--- src/rtl/dcsf_pkg.sv ---
/*
 * dcsf_pkg: shared constants for the dma status flag block.
 * assumes: imported by dcsf_tracker and dcsf_status_top; no clocks here.
 */
package dcsf_pkg;

  //////////////////////////////////////////////////////////////////////////////
  // geometry
  localparam int DCSF_NCH = 8; // dma channels
  localparam int DCSF_CHW = 4; // width of a channel code

  //////////////////////////////////////////////////////////////////////////////
  // register byte offsets (word aligned)
  localparam logic [3:0] DCSF_OFS_COLL = 4'h0; // dma_collision_status
  localparam logic [3:0] DCSF_OFS_ACT = 4'h4; // dma_channel_activity_status
  localparam logic [3:0] DCSF_OFS_IRQ_STAT = 4'h8; // sticky event status
  localparam logic [3:0] DCSF_OFS_IRQ_MASK = 4'hc; // event mask

  //////////////////////////////////////////////////////////////////////////////
  // field positions
  localparam int DCSF_COLL_LSB = 0; // collision flags, bits 7..0
  localparam int DCSF_PP_LSB = 0; // ping-pong status, bits 7..0
  localparam int DCSF_LCH_LSB = 8; // last channel code, bits 11..8
  localparam int DCSF_EVT_XFER = 8; // event bit: any transfer completed
  localparam int DCSF_EVT_W = 9; // width of event status and mask

  //////////////////////////////////////////////////////////////////////////////
  // reset values
  localparam logic [3:0] DCSF_LCH_NONE = 4'hf; // no transfer since reset
  localparam logic [7:0] DCSF_COLL_RST = 8'h00; // collision flags
  localparam logic [7:0] DCSF_PP_RST = 8'h00; // first start address in use
  localparam logic [8:0] DCSF_EVT_RST = 9'h000; // events and mask

  // bus slave phases
  typedef enum logic [1:0] {
    DCSF_BUS_IDLE,
    DCSF_BUS_WRITE,
    DCSF_BUS_RD_WAIT,
    DCSF_BUS_RD_DONE
  } dcsf_bus_e;

endpackage

--- src/rtl/dcsf_track_if.sv ---
/*
 * dcsf_track_if: carries channel activity between the top and the tracker.
 * assumes: both ends are clocked by the same hclk.
 */
`timescale 1ns/100ps
interface dcsf_track_if;
  logic [7:0] xfer_done; // per-channel transfer completion pulse
  logic [7:0] pp_sel_b; // per-channel: second start address in use
  logic [3:0] last_ch; // registered last active channel code
  logic [7:0] pp_status; // registered ping-pong status
  logic xfer_any; // some channel completed this cycle

  modport tracker (input xfer_done, input pp_sel_b, output last_ch, output pp_status,
                   output xfer_any);
  modport owner (output xfer_done, output pp_sel_b, input last_ch, input pp_status,
                 input xfer_any);
endinterface

--- src/rtl/dcsf_tracker.sv ---
/*
 * dcsf_tracker: remembers the last active channel and the ping-pong state.
 * assumes: xfer_done bits are one-cycle pulses synchronous to hclk.
 */
`timescale 1ns/100ps
module dcsf_tracker
  import dcsf_pkg::*;
(
  input wire logic hclk, // system clock
  input wire logic hresetn, // async reset, active low
  dcsf_track_if.tracker trk // channel activity
);

  //////////////////////////////////////////////////////////////////////////////
  // lowest-numbered completing channel wins a tie; binary channel code
  function automatic logic [3:0] dcsf_first_ch(input logic [7:0] req);
    logic [3:0] code;
    code = DCSF_LCH_NONE;
    for (int i = DCSF_NCH - 1; i >= 0; i--) begin
      if (req[i]) begin
        code = 4'(i);
      end
    end
    return code;
  endfunction

  assign trk.xfer_any = |trk.xfer_done;

  // last channel: updated on each completion, held otherwise
  always_ff @(posedge hclk or negedge hresetn) begin
    if (!hresetn) begin
      trk.last_ch <= DCSF_LCH_NONE;
    end else if (trk.xfer_any) begin
      trk.last_ch <= dcsf_first_ch(trk.xfer_done);
    end
  end

  // ping-pong status mirrors which start address each channel uses
  always_ff @(posedge hclk or negedge hresetn) begin
    if (!hresetn) begin
      trk.pp_status <= DCSF_PP_RST;
    end else begin
      trk.pp_status <= trk.pp_sel_b;
    end
  end

  //////////////////////////////////////////////////////////////////////////////
  a_lch_follows: assert property (@(posedge hclk) disable iff (!hresetn)
    $rose(trk.xfer_done[0]) |=> trk.last_ch == 4'h0)
    else $error("last channel not updated to channel 0");
  a_lch_holds: assert property (@(posedge hclk) disable iff (!hresetn)
    !trk.xfer_any |=> $stable(trk.last_ch))
    else $error("last channel changed without a transfer");
  a_lch_legal: assert property (@(posedge hclk) disable iff (!hresetn)
    trk.last_ch[3] |-> trk.last_ch == DCSF_LCH_NONE)
    else $error("reserved last channel code seen");
  // the first edge after reset release still shows the reset value, so it is skipped
  a_pp_mirror: assert property (@(posedge hclk) disable iff (!hresetn)
    $past(hresetn) |-> trk.pp_status == $past(trk.pp_sel_b))
    else $error("ping-pong status does not follow select");

endmodule

--- src/rtl/dcsf_status_top.sv ---
/*
 * dcsf_status_top: dma status flags behind an ahb-lite register slave.
 * assumes: one ahb-lite master, single word transfers, inputs synchronous to hclk.
 */
// Added by the designer: the register offsets and the AHB-Lite register port.
// Contract
// - per-channel collision flags in bits 7..0
// - flag reads one after collision, else zero
// - last channel code is plain binary 0..7, 0xf before any transfer
// - completion updates last channel; held otherwise
// - ping-pong bit one when second address used
`timescale 1ns/100ps
module dcsf_status_top
  import dcsf_pkg::*;
(
  input wire logic hclk, // system clock, 250 MHz
  input wire logic hresetn, // async reset, active low
  input wire logic hsel, // slave select
  input wire logic [31:0] haddr, // byte address
  input wire logic [1:0] htrans, // transfer type
  input wire logic hwrite, // write when high
  input wire logic [2:0] hsize, // transfer size, word only
  input wire logic [31:0] hwdata, // write data
  input wire logic hready, // bus ready in
  output logic hreadyout, // slave ready
  output logic hresp, // always okay
  output logic [31:0] hrdata, // read data, registered
  output logic irq, // level interrupt, active high
  input wire logic [7:0] xfer_done, // per-channel completion pulse
  input wire logic [7:0] ram_wcol_det, // per-channel dma ram write collision pulse
  input wire logic [7:0] pp_sel_b // per-channel second start address in use
);

  //////////////////////////////////////////////////////////////////////////////
  // declarations
  dcsf_bus_e bus_state; // bus slave phase
  logic [3:0] addr_q; // latched byte offset
  logic [7:0] coll_flag; // dma_ram_write_collision_flag per channel
  logic [8:0] evt_stat; // sticky event bits
  logic [8:0] evt_mask; // event enables
  logic [8:0] evt_in; // events arriving this cycle
  logic bus_take; // address phase accepted
  logic wr_now; // write data phase in progress
  logic [31:0] next_rdata; // read mux output
  dcsf_track_if trk(); // link to the tracker

  //////////////////////////////////////////////////////////////////////////////
  // register decode, used by read mux and write strobes
  function automatic logic dcsf_hit(input logic [3:0] a, input logic [3:0] ofs);
    return a == ofs;
  endfunction

  assign trk.xfer_done = xfer_done;
  assign trk.pp_sel_b = pp_sel_b;

  dcsf_tracker u_tracker (
    .hclk(hclk),
    .hresetn(hresetn),
    .trk(trk)
  );

  //////////////////////////////////////////////////////////////////////////////
  // bus slave: writes finish with no wait, reads take one wait state so the
  // read sees the result of a write that just went before it
  assign bus_take = hsel && htrans[1] && hready;
  assign wr_now = bus_state == DCSF_BUS_WRITE;
  assign hresp = 1'b0;

  // ready is low only in the first data cycle of a read
  always_comb begin
    hreadyout = bus_state != DCSF_BUS_RD_WAIT;
  end

  // phase tracking
  always_ff @(posedge hclk or negedge hresetn) begin
    if (!hresetn) begin
      bus_state <= DCSF_BUS_IDLE;
      addr_q <= 4'h0;
    end else begin
      case (bus_state)
        DCSF_BUS_RD_WAIT: begin
          bus_state <= DCSF_BUS_RD_DONE; // data loaded, release ready
        end
        default: begin
          // idle, write or read done: a new address phase may start here
          if (bus_take) begin
            bus_state <= hwrite ? DCSF_BUS_WRITE : DCSF_BUS_RD_WAIT;
            addr_q <= haddr[3:0];
          end else begin
            bus_state <= DCSF_BUS_IDLE;
          end
        end
      endcase
    end
  end

  //////////////////////////////////////////////////////////////////////////////
  // read mux; unmapped offsets read zero
  always_comb begin
    next_rdata = 32'h0000_0000;
    if (dcsf_hit(addr_q, DCSF_OFS_COLL)) begin
      next_rdata[DCSF_COLL_LSB +: 8] = coll_flag;
    end else if (dcsf_hit(addr_q, DCSF_OFS_ACT)) begin
      next_rdata[DCSF_LCH_LSB +: 4] = trk.last_ch;
      next_rdata[DCSF_PP_LSB +: 8] = trk.pp_status;
    end else if (dcsf_hit(addr_q, DCSF_OFS_IRQ_STAT)) begin
      next_rdata[8:0] = evt_stat;
    end else if (dcsf_hit(addr_q, DCSF_OFS_IRQ_MASK)) begin
      next_rdata[8:0] = evt_mask;
    end
  end

  // read data loads in the wait cycle and stands until the next read
  always_ff @(posedge hclk or negedge hresetn) begin
    if (!hresetn) begin
      hrdata <= 32'h0000_0000;
    end else if (bus_state == DCSF_BUS_RD_WAIT) begin
      hrdata <= next_rdata;
    end
  end

  //////////////////////////////////////////////////////////////////////////////
  // collision flags: set by detection, cleared by writing zero to the bit;
  // a detection in the clearing cycle wins so no collision is lost
  always_ff @(posedge hclk or negedge hresetn) begin
    if (!hresetn) begin
      coll_flag <= DCSF_COLL_RST;
    end else if (wr_now && dcsf_hit(addr_q, DCSF_OFS_COLL)) begin
      coll_flag <= (coll_flag & hwdata[DCSF_COLL_LSB +: 8]) | ram_wcol_det;
    end else begin
      coll_flag <= coll_flag | ram_wcol_det;
    end
  end

  //////////////////////////////////////////////////////////////////////////////
  // interrupt events: collisions in 7..0, any completion in bit 8
  assign evt_in = {trk.xfer_any, ram_wcol_det};

  // sticky status, write one to clear, set wins
  always_ff @(posedge hclk or negedge hresetn) begin
    if (!hresetn) begin
      evt_stat <= DCSF_EVT_RST;
    end else if (wr_now && dcsf_hit(addr_q, DCSF_OFS_IRQ_STAT)) begin
      evt_stat <= (evt_stat & ~hwdata[8:0]) | evt_in;
    end else begin
      evt_stat <= evt_stat | evt_in;
    end
  end

  // mask register, plain read/write
  always_ff @(posedge hclk or negedge hresetn) begin
    if (!hresetn) begin
      evt_mask <= DCSF_EVT_RST;
    end else if (wr_now && dcsf_hit(addr_q, DCSF_OFS_IRQ_MASK)) begin
      evt_mask <= hwdata[8:0];
    end
  end

  // level output; registered so it never glitches
  always_ff @(posedge hclk or negedge hresetn) begin
    if (!hresetn) begin
      irq <= 1'b0;
    end else begin
      irq <= |((evt_stat | evt_in) & evt_mask);
    end
  end

  //////////////////////////////////////////////////////////////////////////////
  // checks
  a_coll_sets: assert property (@(posedge hclk) disable iff (!hresetn)
    ram_wcol_det[3] |=> coll_flag[3])
    else $error("collision flag 3 not set after detection");
  a_coll_sticky: assert property (@(posedge hclk) disable iff (!hresetn)
    coll_flag[0] && !(wr_now && dcsf_hit(addr_q, DCSF_OFS_COLL)) |=> coll_flag[0])
    else $error("collision flag 0 dropped without a clear");
  a_coll_quiet: assert property (@(posedge hclk) disable iff (!hresetn)
    !coll_flag[1] && !ram_wcol_det[1] |=> !coll_flag[1])
    else $error("collision flag 1 set without detection");
  a_coll_read: assert property (@(posedge hclk) disable iff (!hresetn)
    bus_state == DCSF_BUS_RD_WAIT && dcsf_hit(addr_q, DCSF_OFS_COLL)
      |=> hrdata[3:0] == $past(coll_flag[3:0]) && hrdata[31:8] == 24'h000000)
    else $error("collision register read mismatch");
  a_act_read: assert property (@(posedge hclk) disable iff (!hresetn)
    bus_state == DCSF_BUS_RD_WAIT && dcsf_hit(addr_q, DCSF_OFS_ACT)
      |=> hrdata[11:8] == $past(trk.last_ch) && hrdata[31:12] == 20'h00000)
    else $error("activity register read mismatch");
  a_read_wait: assert property (@(posedge hclk) disable iff (!hresetn)
    bus_take && !hwrite |=> !hreadyout ##1 hreadyout)
    else $error("read did not take exactly one wait state");
  // writes never stall the bus
  a_write_nowait: assert property (@(posedge hclk) disable iff (!hresetn)
    bus_take && hwrite |=> hreadyout)
    else $error("write data phase stalled");

  // every channel's flag must follow its own detector, not only the sampled ones
  for (genvar g = 0; g < DCSF_NCH; g++) begin : g_coll_chk
    a_coll_each: assert property (@(posedge hclk) disable iff (!hresetn)
      ram_wcol_det[g] |=> coll_flag[g])
      else $error("collision flag not set after its detection");
  end

  // a zero write with no detection in the same cycle must drop the flag
  a_coll_clear: assert property (@(posedge hclk) disable iff (!hresetn)
    wr_now && dcsf_hit(addr_q, DCSF_OFS_COLL) && !hwdata[2] && !ram_wcol_det[2]
      |=> !coll_flag[2])
    else $error("collision flag 2 not cleared by a zero write");
  // writing a one over a set flag must keep it
  a_coll_keep_one: assert property (@(posedge hclk) disable iff (!hresetn)
    wr_now && dcsf_hit(addr_q, DCSF_OFS_COLL) && hwdata[1] && coll_flag[1]
      |=> coll_flag[1])
    else $error("collision flag 1 lost on a one write");

  //////////////////////////////////////////////////////////////////////////////
  // event and interrupt checks; the status is what software polls when masked
  a_evt_latch: assert property (@(posedge hclk) disable iff (!hresetn)
    trk.xfer_any |=> evt_stat[DCSF_EVT_XFER])
    else $error("completion event not latched");
  a_evt_sticky: assert property (@(posedge hclk) disable iff (!hresetn)
    evt_stat[DCSF_EVT_XFER] && !(wr_now && dcsf_hit(addr_q, DCSF_OFS_IRQ_STAT)
      && hwdata[DCSF_EVT_XFER]) |=> evt_stat[DCSF_EVT_XFER])
    else $error("completion event dropped without a clear");
  // a pending unmasked event must raise the line one cycle later
  a_irq_raise: assert property (@(posedge hclk) disable iff (!hresetn)
    |(evt_stat & evt_mask) |=> irq)
    else $error("interrupt missing for a pending event");
  // with everything masked the line stays low whatever is pending
  a_irq_masked: assert property (@(posedge hclk) disable iff (!hresetn)
    evt_mask == 9'h000 |=> !irq)
    else $error("interrupt raised while fully masked");

endmodule

--- config.mk ---
export PLATFORM = sky130hd
export DESIGN_NAME = dcsf_status_top
export DESIGN_NICKNAME = d
export VERILOG_FILES = /design/src/rtl/dcsf_pkg.sv /design/src/rtl/dcsf_track_if.sv /design/src/rtl/dcsf_tracker.sv /design/src/rtl/dcsf_status_top.sv
export SDC_FILE = /design/constraint.sdc
export NUM_CORES = 1
export LEC_CHECK = 0
export BUFFER_PORTS_ARGS = -buffer_cell sky130_fd_sc_hd__buf_4
export CAP_MARGIN = 20
export CORE_UTILIZATION = 45
export CTS_BUF_LIST = sky130_fd_sc_hd__clkbuf_8
export DETAILED_ROUTE_END_ITERATION = 16
export PLACE_DENSITY = 0.82
export SYNTH_ARGS = -nofsm -noshare
export SYNTH_HDL_FRONTEND = slang
export SYNTH_SLANG_ARGS = --single-unit
--- constraint.sdc ---
create_clock -name hclk -period 2.4 [get_ports hclk]
set_input_delay 0.12 -clock hclk [delete_from_list [all_inputs] [get_ports hclk]]
set_output_delay 0.12 -clock hclk [all_outputs]
set_load 0.02 [all_outputs]
; Word-level counts from Yosys, hierarchy flattened
; Index checks and enable logic that the tools add are counted.
; W data, S select, Z words.
[op_classes]
bitwise = 9
n_eq_ne = 6
mux = 19
n_reduce_logical = 9
[op_table]
columns = op, n
row1 = $mux W4, 9
row2 = $mux W9, 4
row3 = $and A9 B9 Y9, 2
row4 = $or A9 B9 Y9, 2
row5 = $mux W8, 2
row6 = $or A8 B8 Y8, 2
row7 = $not A9 Y9, 1
row8 = $reduce_or A9 Y1, 1
row9 = $and A8 B8 Y8, 1
row10 = $eq A4 B4 Y1 const B, 2
row11 = $reduce_or A8 Y1, 1
row12 = $mux W2, 3
row13 = $logic_and A1 B1 Y1, 5
row14 = $eq A4 B3 Y1 const B, 1
row15 = $logic_not A4 Y1, 1
row16 = $mux W3, 1
row17 = $eq A2 B1 Y1 const B, 1
row18 = $eq A2 B2 Y1 const B, 1
row19 = $ne A2 B2 Y1 const B, 1
row20 = $reduce_and A2 Y1, 1
row21 = $not A1 Y1, 1
[word_totals]
inputBits = 98
register_bits = 57

; Longest topological paths before layout
[depth]
depth_word = 8
depth_mapped = 5

; By module
; A second synthesis with hierarchy kept.
[unflattened]
hier_cells = 242
area_unflattened_um2 = 2673.8
[by_module_without_submodules]
columns = mod, cells_each, n_inst, area_per_inst_um2
row1 = dcsf_status_top, 214, 1, 2245.9
row2 = dcsf_tracker, 28, 1, 427.9

; Worst setup path after synthesis
; Ideal clock, no wire load.
[synth_timing]
path_kind = flip-flop to flip-flop
start = register addr_q[1]
end = register coll_flag[0]
synth_period_minus_slack_ps = 1658
setup_time_ps = 122
stages_incl_launch_ff = 6
arrival_time_ps = 1537
setup_slack_ps = 742
cell_sequence = dfrtp_1 -> or4b_4 -> or3_1 -> buf_2 -> o21ai_0 -> nand2b_1
[synth_between]
elab_chain_len = 3
[synth_rtl]
columns = element, line_no
row1 = from (decl), dcsf_status_top.sv:37  ; logic [3:0] addr_q;
row2 = from (signal assigned), dcsf_status_top.sv:88  ; addr_q <= haddr[3:0];
row3 = $logic_not A4 Y1, dcsf_status_top.sv:50  ; return a == ofs;
row4 = $logic_and A1 B1 Y1, dcsf_status_top.sv:128  ; end else if (wr_now && dcsf_hit(addr_q, DCSF_OFS_COLL)) begin
row5 = $mux W8, dcsf_status_top.sv:128
row6 = to (signal assigned), dcsf_status_top.sv:129  ; coll_flag <= (coll_flag & hwdata[DCSF_COLL_LSB +: 8]) | ram_wcol_det;
row7 = to (signal assigned), dcsf_status_top.sv:131  ; coll_flag <= coll_flag | ram_wcol_det;
row8 = to (decl), dcsf_status_top.sv:38  ; logic [7:0] coll_flag;
; Every way passes these cells.
; A chain may end at the register's enable or synchronous reset.

; Worst setup path after layout
[layout_timing]
start = register addr_q[1]
end = register coll_flag[1]
; Same word-level chain as after synthesis.

==> impl_metrics.csv <==
group,metric,value,unit
pwr,combinationalPowerShare,26.9,%
yosys,yosys.cell_count.top_type,"sky130_fd_sc_hd__dfrtp_1",
setup_path,cp_cell_sequence,"or4b_4 -> or3_1 -> o21ai_0 -> nand2b_1",
layout,layout_cell_share_with_drive_strength_beyond_1,35.3,%
layout,multi_input_logic_area,946,um^2
yosys,synthTopCellsByArea,"sky130_fd_sc_hd__dfrtp_1, sky130_fd_sc_hd__mux4_2, sky130_fd_sc_hd__buf_4",
pwr,cellLeakagePower,1.45,nW
clocking,cts_root_buffer,"sky130_fd_sc_hd__clkbuf_8",
floorplanning,initial_utilization,47.8,%
setup_path,crit-reg2reg-launch,"addr_q[1]",
yosys,async_reset_ff_share,100,%
clocking,worstSkewPairLatency,0.33,ns
job,maxCapViolations,0,
worst_hold_path,hold_end,"addr_q[0]",
worst_hold_path,timing.hold.worst.class,"primary input to flop",
routing,detail_routed_via_count_per_cell,5.04,
setup_path,worst-r2r-setup-slack,0.56,ns
setup_path,timing.critical_path.depth,4,
placement,post-dp-hpwl,3.65,mm
clocking,cts-buffers-inserted,9,
worst_hold_path,hold_path.startpoint,"haddr[0]",
setup_path,path_delay_family,"simple AND/OR/NAND/NOR gates",
layout,layout.filler_cells,407,
yosys,synth_sequential_area_ratio,57.2,%
setup_path,crit_buf_inv,0,
global_route,pin_count_of_the_biggest_net_entering_global_routing,58,
clocking,cts.sinks,57,
setup_path,critical_path.slowest_cell,"sky130_fd_sc_hd__or4b_4",
layout,final_nets,382,
floorplanning,boundaryPins,133,
placement,global_placer_s_final_weighted_congestion,0.795,
timing,timing.fmax,543,MHz
yosys,synthDominantAreaCellType,"sky130_fd_sc_hd__dfrtp_1",
layout,area.sequential,0.00143,mm^2
routing,route.final.wire_length,5.41,mm
yosys,netlist-cell-type-count,30,
timing,min_period_over_period,76.7,%
pwr,power_frac_seq,45.1,%
yosys,syn-cell-area,0.00250,mm^2
timing,timing.setup.tns,0,ns
clocking,clock_tree_from_tritoncts,"built",
routing,drt-pass1-iter-count,4,
global_route,groute.usage.overall,20.2,%
clocking,count_of_buffers_added_by_post_cts_timing_repair_for_setup,0,
setup_path,critical_path.endpoint_type,"flop",
yosys,syn_inst,199,
setup_path,arrival_worst_endpoint,2.05,ns
floorplanning,coreArea,0.00524,mm^2
timing,timing.final.hold_violations,0,
placement,buffer_ports.inserted,56,
setup_path,critPathMaxFanout,8,
floorplanning,placementRows,26,
routing,total_via_count_after_detailed_routing,1811,
pwr,clock_power_share,28.0,%
timing,worstMarginPinSlew,0.779,ns
clocking,cts_htree_levels,3,
layout,antenna_cells,0,
yosys,synth_area_per_cell,12.6,um^2
global_route,gr-total-overflow,0,
setup_path,crit_required,2.61,ns
routing,detail_route.drc_violations,0,
yosys,netlist_top_cells_count,"sky130_fd_sc_hd__dfrtp_1, sky130_fd_sc_hd__buf_4, sky130_fd_sc_hd__o21ai_0",
global_route,number_of_global_route_vias_before_repair,1886,
global_route,first_pass_grt_wire_length,8.85,mm
routing,drtIter0Drc,123,
timing,timing.final.max_slew_violations,0,
setup_path,crit-reg2reg-capture,"coll_flag[1]",
setup_path,critical_path.startpoint_type,"flop",
pwr,internal_power,0.00207,W
placement,placedInstanceArea,0.00292,mm^2
pwr,power.share.switching,30.3,%
pwr,power.density,892,mW/mm^2
timing,setup_violations,0,
yosys,synthesized_flop_and_latch_total,57,
floorplanning,die_area,0.00586,mm^2
clocking,clk_transition_reported_paths,0.06,ns
setup_path,reg2reg_depth,4,
timing,worst_slew_margin_rel,48.1,%
timing,layout_min_cycle_time,1.84,ns
timing,unrepaired_setup_endpoints_after_global_routing,"false",
yosys,yosysWarnings,0,
layout,layout.cell_area.non_filler,0.00334,mm^2
setup_path,max_stage_delay,0.55,ns
routing,wl_per_cell,15.1,um
routing,detail-route-antenna-nets,0,
global_route,number_of_antenna_violations_at_the_first_check_in_global_routing,0,
pwr,net-switching-power,0.000902,W
layout,area_growth_syn_to_layout,33.4,%
timing,finClkSkew,0.00491,ns
floorplanning,die_height,76.6,um
setup_path,crit_path_category,"flop to flop",
floorplanning,die_width,76.6,um
yosys,postSynth.topFlopCell,"sky130_fd_sc_hd__dfrtp_1",
clocking,ctsLongestPathBuffers,2,
yosys,synth_enable_flop_cells,0,
yosys,synth_top_area_share,53.0,%
pwr,peakVddDrop,502,uV
worst_hold_path,timing.hold.worst_path_depth,2,
outcome,run_status,"finished clean",
[power by group through the flow]
| stage | logic, W | registers, W | clock network (W) |
|---|---|---|---|
| floorplan | 0.000476 | 0.00136 | 0 |
| global placement | 0.000750 | 0.00135 | 0 |
| detailed placement | 0.000775 | 0.00136 | 0 |
| CTS | 0.000804 | 0.00135 | 0.000853 |
| global route | 0.000862 | 0.00138 | 0.000899 |
| finish | 0.000800 | 0.00134 | 0.000834 |
[worst max path at each step]
stage                     startpoint            to  slack, ns
after floorplan            addr_q[1]  coll_flag[0]       0.74
after global placement     addr_q[1]  coll_flag[2]       0.60
after detailed placement   addr_q[1]  coll_flag[1]       0.56
after CTS                  addr_q[1]  coll_flag[1]       0.55
after global routing       addr_q[1]  coll_flag[1]       0.45
final                      addr_q[1]  coll_flag[1]       0.56
[layout by cell type (no fill, tap or decap), types with 8 or more instances in the layout]
master	count
sky130_fd_sc_hd__a21o_1	9
sky130_fd_sc_hd__a22o_1	12
sky130_fd_sc_hd__buf_4	59
sky130_fd_sc_hd__clkbuf_8	13
sky130_fd_sc_hd__conb_1	21
sky130_fd_sc_hd__dfrtp_1	53
sky130_fd_sc_hd__dlygate4sd3_1	22
sky130_fd_sc_hd__mux2_2	12
sky130_fd_sc_hd__mux4_2	8
sky130_fd_sc_hd__nand2_1	12
sky130_fd_sc_hd__nand2b_1	9
sky130_fd_sc_hd__o21ai_0	21
[sequential cells by signal, indices dropped and copies added, names as in the netlist]
| name | count |
|---|---|
| u_tracker.trk.pp_status | 8 |
| hrdata | 12 |
| addr_q | 4 |
| coll_flag | 8 |
| evt_stat | 9 |
| irq | 1 |
| u_tracker.trk.last_ch | 4 |
| bus_state | 2 |
| evt_mask | 9 |
[kinds of logic (layout without fill, tap and decap cells)]
group	Yosys count	after routing	synth area share, %
AOI/OAI and AO/OA	45	45	11.9
muxes	21	21	13.0
DFF	57	57	57.2
buffers and inverters	31	101	7.95
other	1	21	0.150
and+or+nand+nor	44	44	9.75
[routing by layer]
layer | up-vias | part of all wire [%] | track usage [%]
met5 | - | 0 | 0
met4 | 0 | 2.2 | 9.62
met3 | 13 | 4.9 | 6.95
met2 | 69 | 51 | 32.3
met1 | 888 | 42 | 24.6
li1 | 841 | - | -
[timing repair]
action                    CTS  global route
hold endpoints to repair   76             1
resized for setup           0             0
hold buffers               21             1
[worst reg2reg max path: stages, from the launching register on]
cell                       delay [ns]
sky130_fd_sc_hd__dfrtp_1         0.40
sky130_fd_sc_hd__or4b_4          0.55
sky130_fd_sc_hd__or3_1           0.48
sky130_fd_sc_hd__o21ai_0         0.22
sky130_fd_sc_hd__nand2b_1        0.08
[area by class of cell]
type | count | share of cell area, %
Clock inverter | 3 | 0.413
Timing Repair Buffer | 81 | 19.9
Tap cell | 70 | 2.63
Inverter | 4 | 0.450
Sequential cell | 57 | 42.9
Multi-Input combinational cell | 131 | 28.4
Clock buffer | 13 | 5.36
[through the flow]
step	worst slack, ns	cells	power, W	hold slack, ns	utilization [%]
floorplan	0.742	219	0.00183	-0.176	-
CTS	0.551	358	0.00300	0.00355	63.5
detailed placement	0.564	321	0.00214	0.214	55.8
global route	0.451	359	0.00314	0.0191	63.7
global placement	0.602	321	0.00210	0.210	55.8
finish	0.559	359	0.00298	0.0258	63.7
No activity file was read; power rests on OpenSTA's default activity.
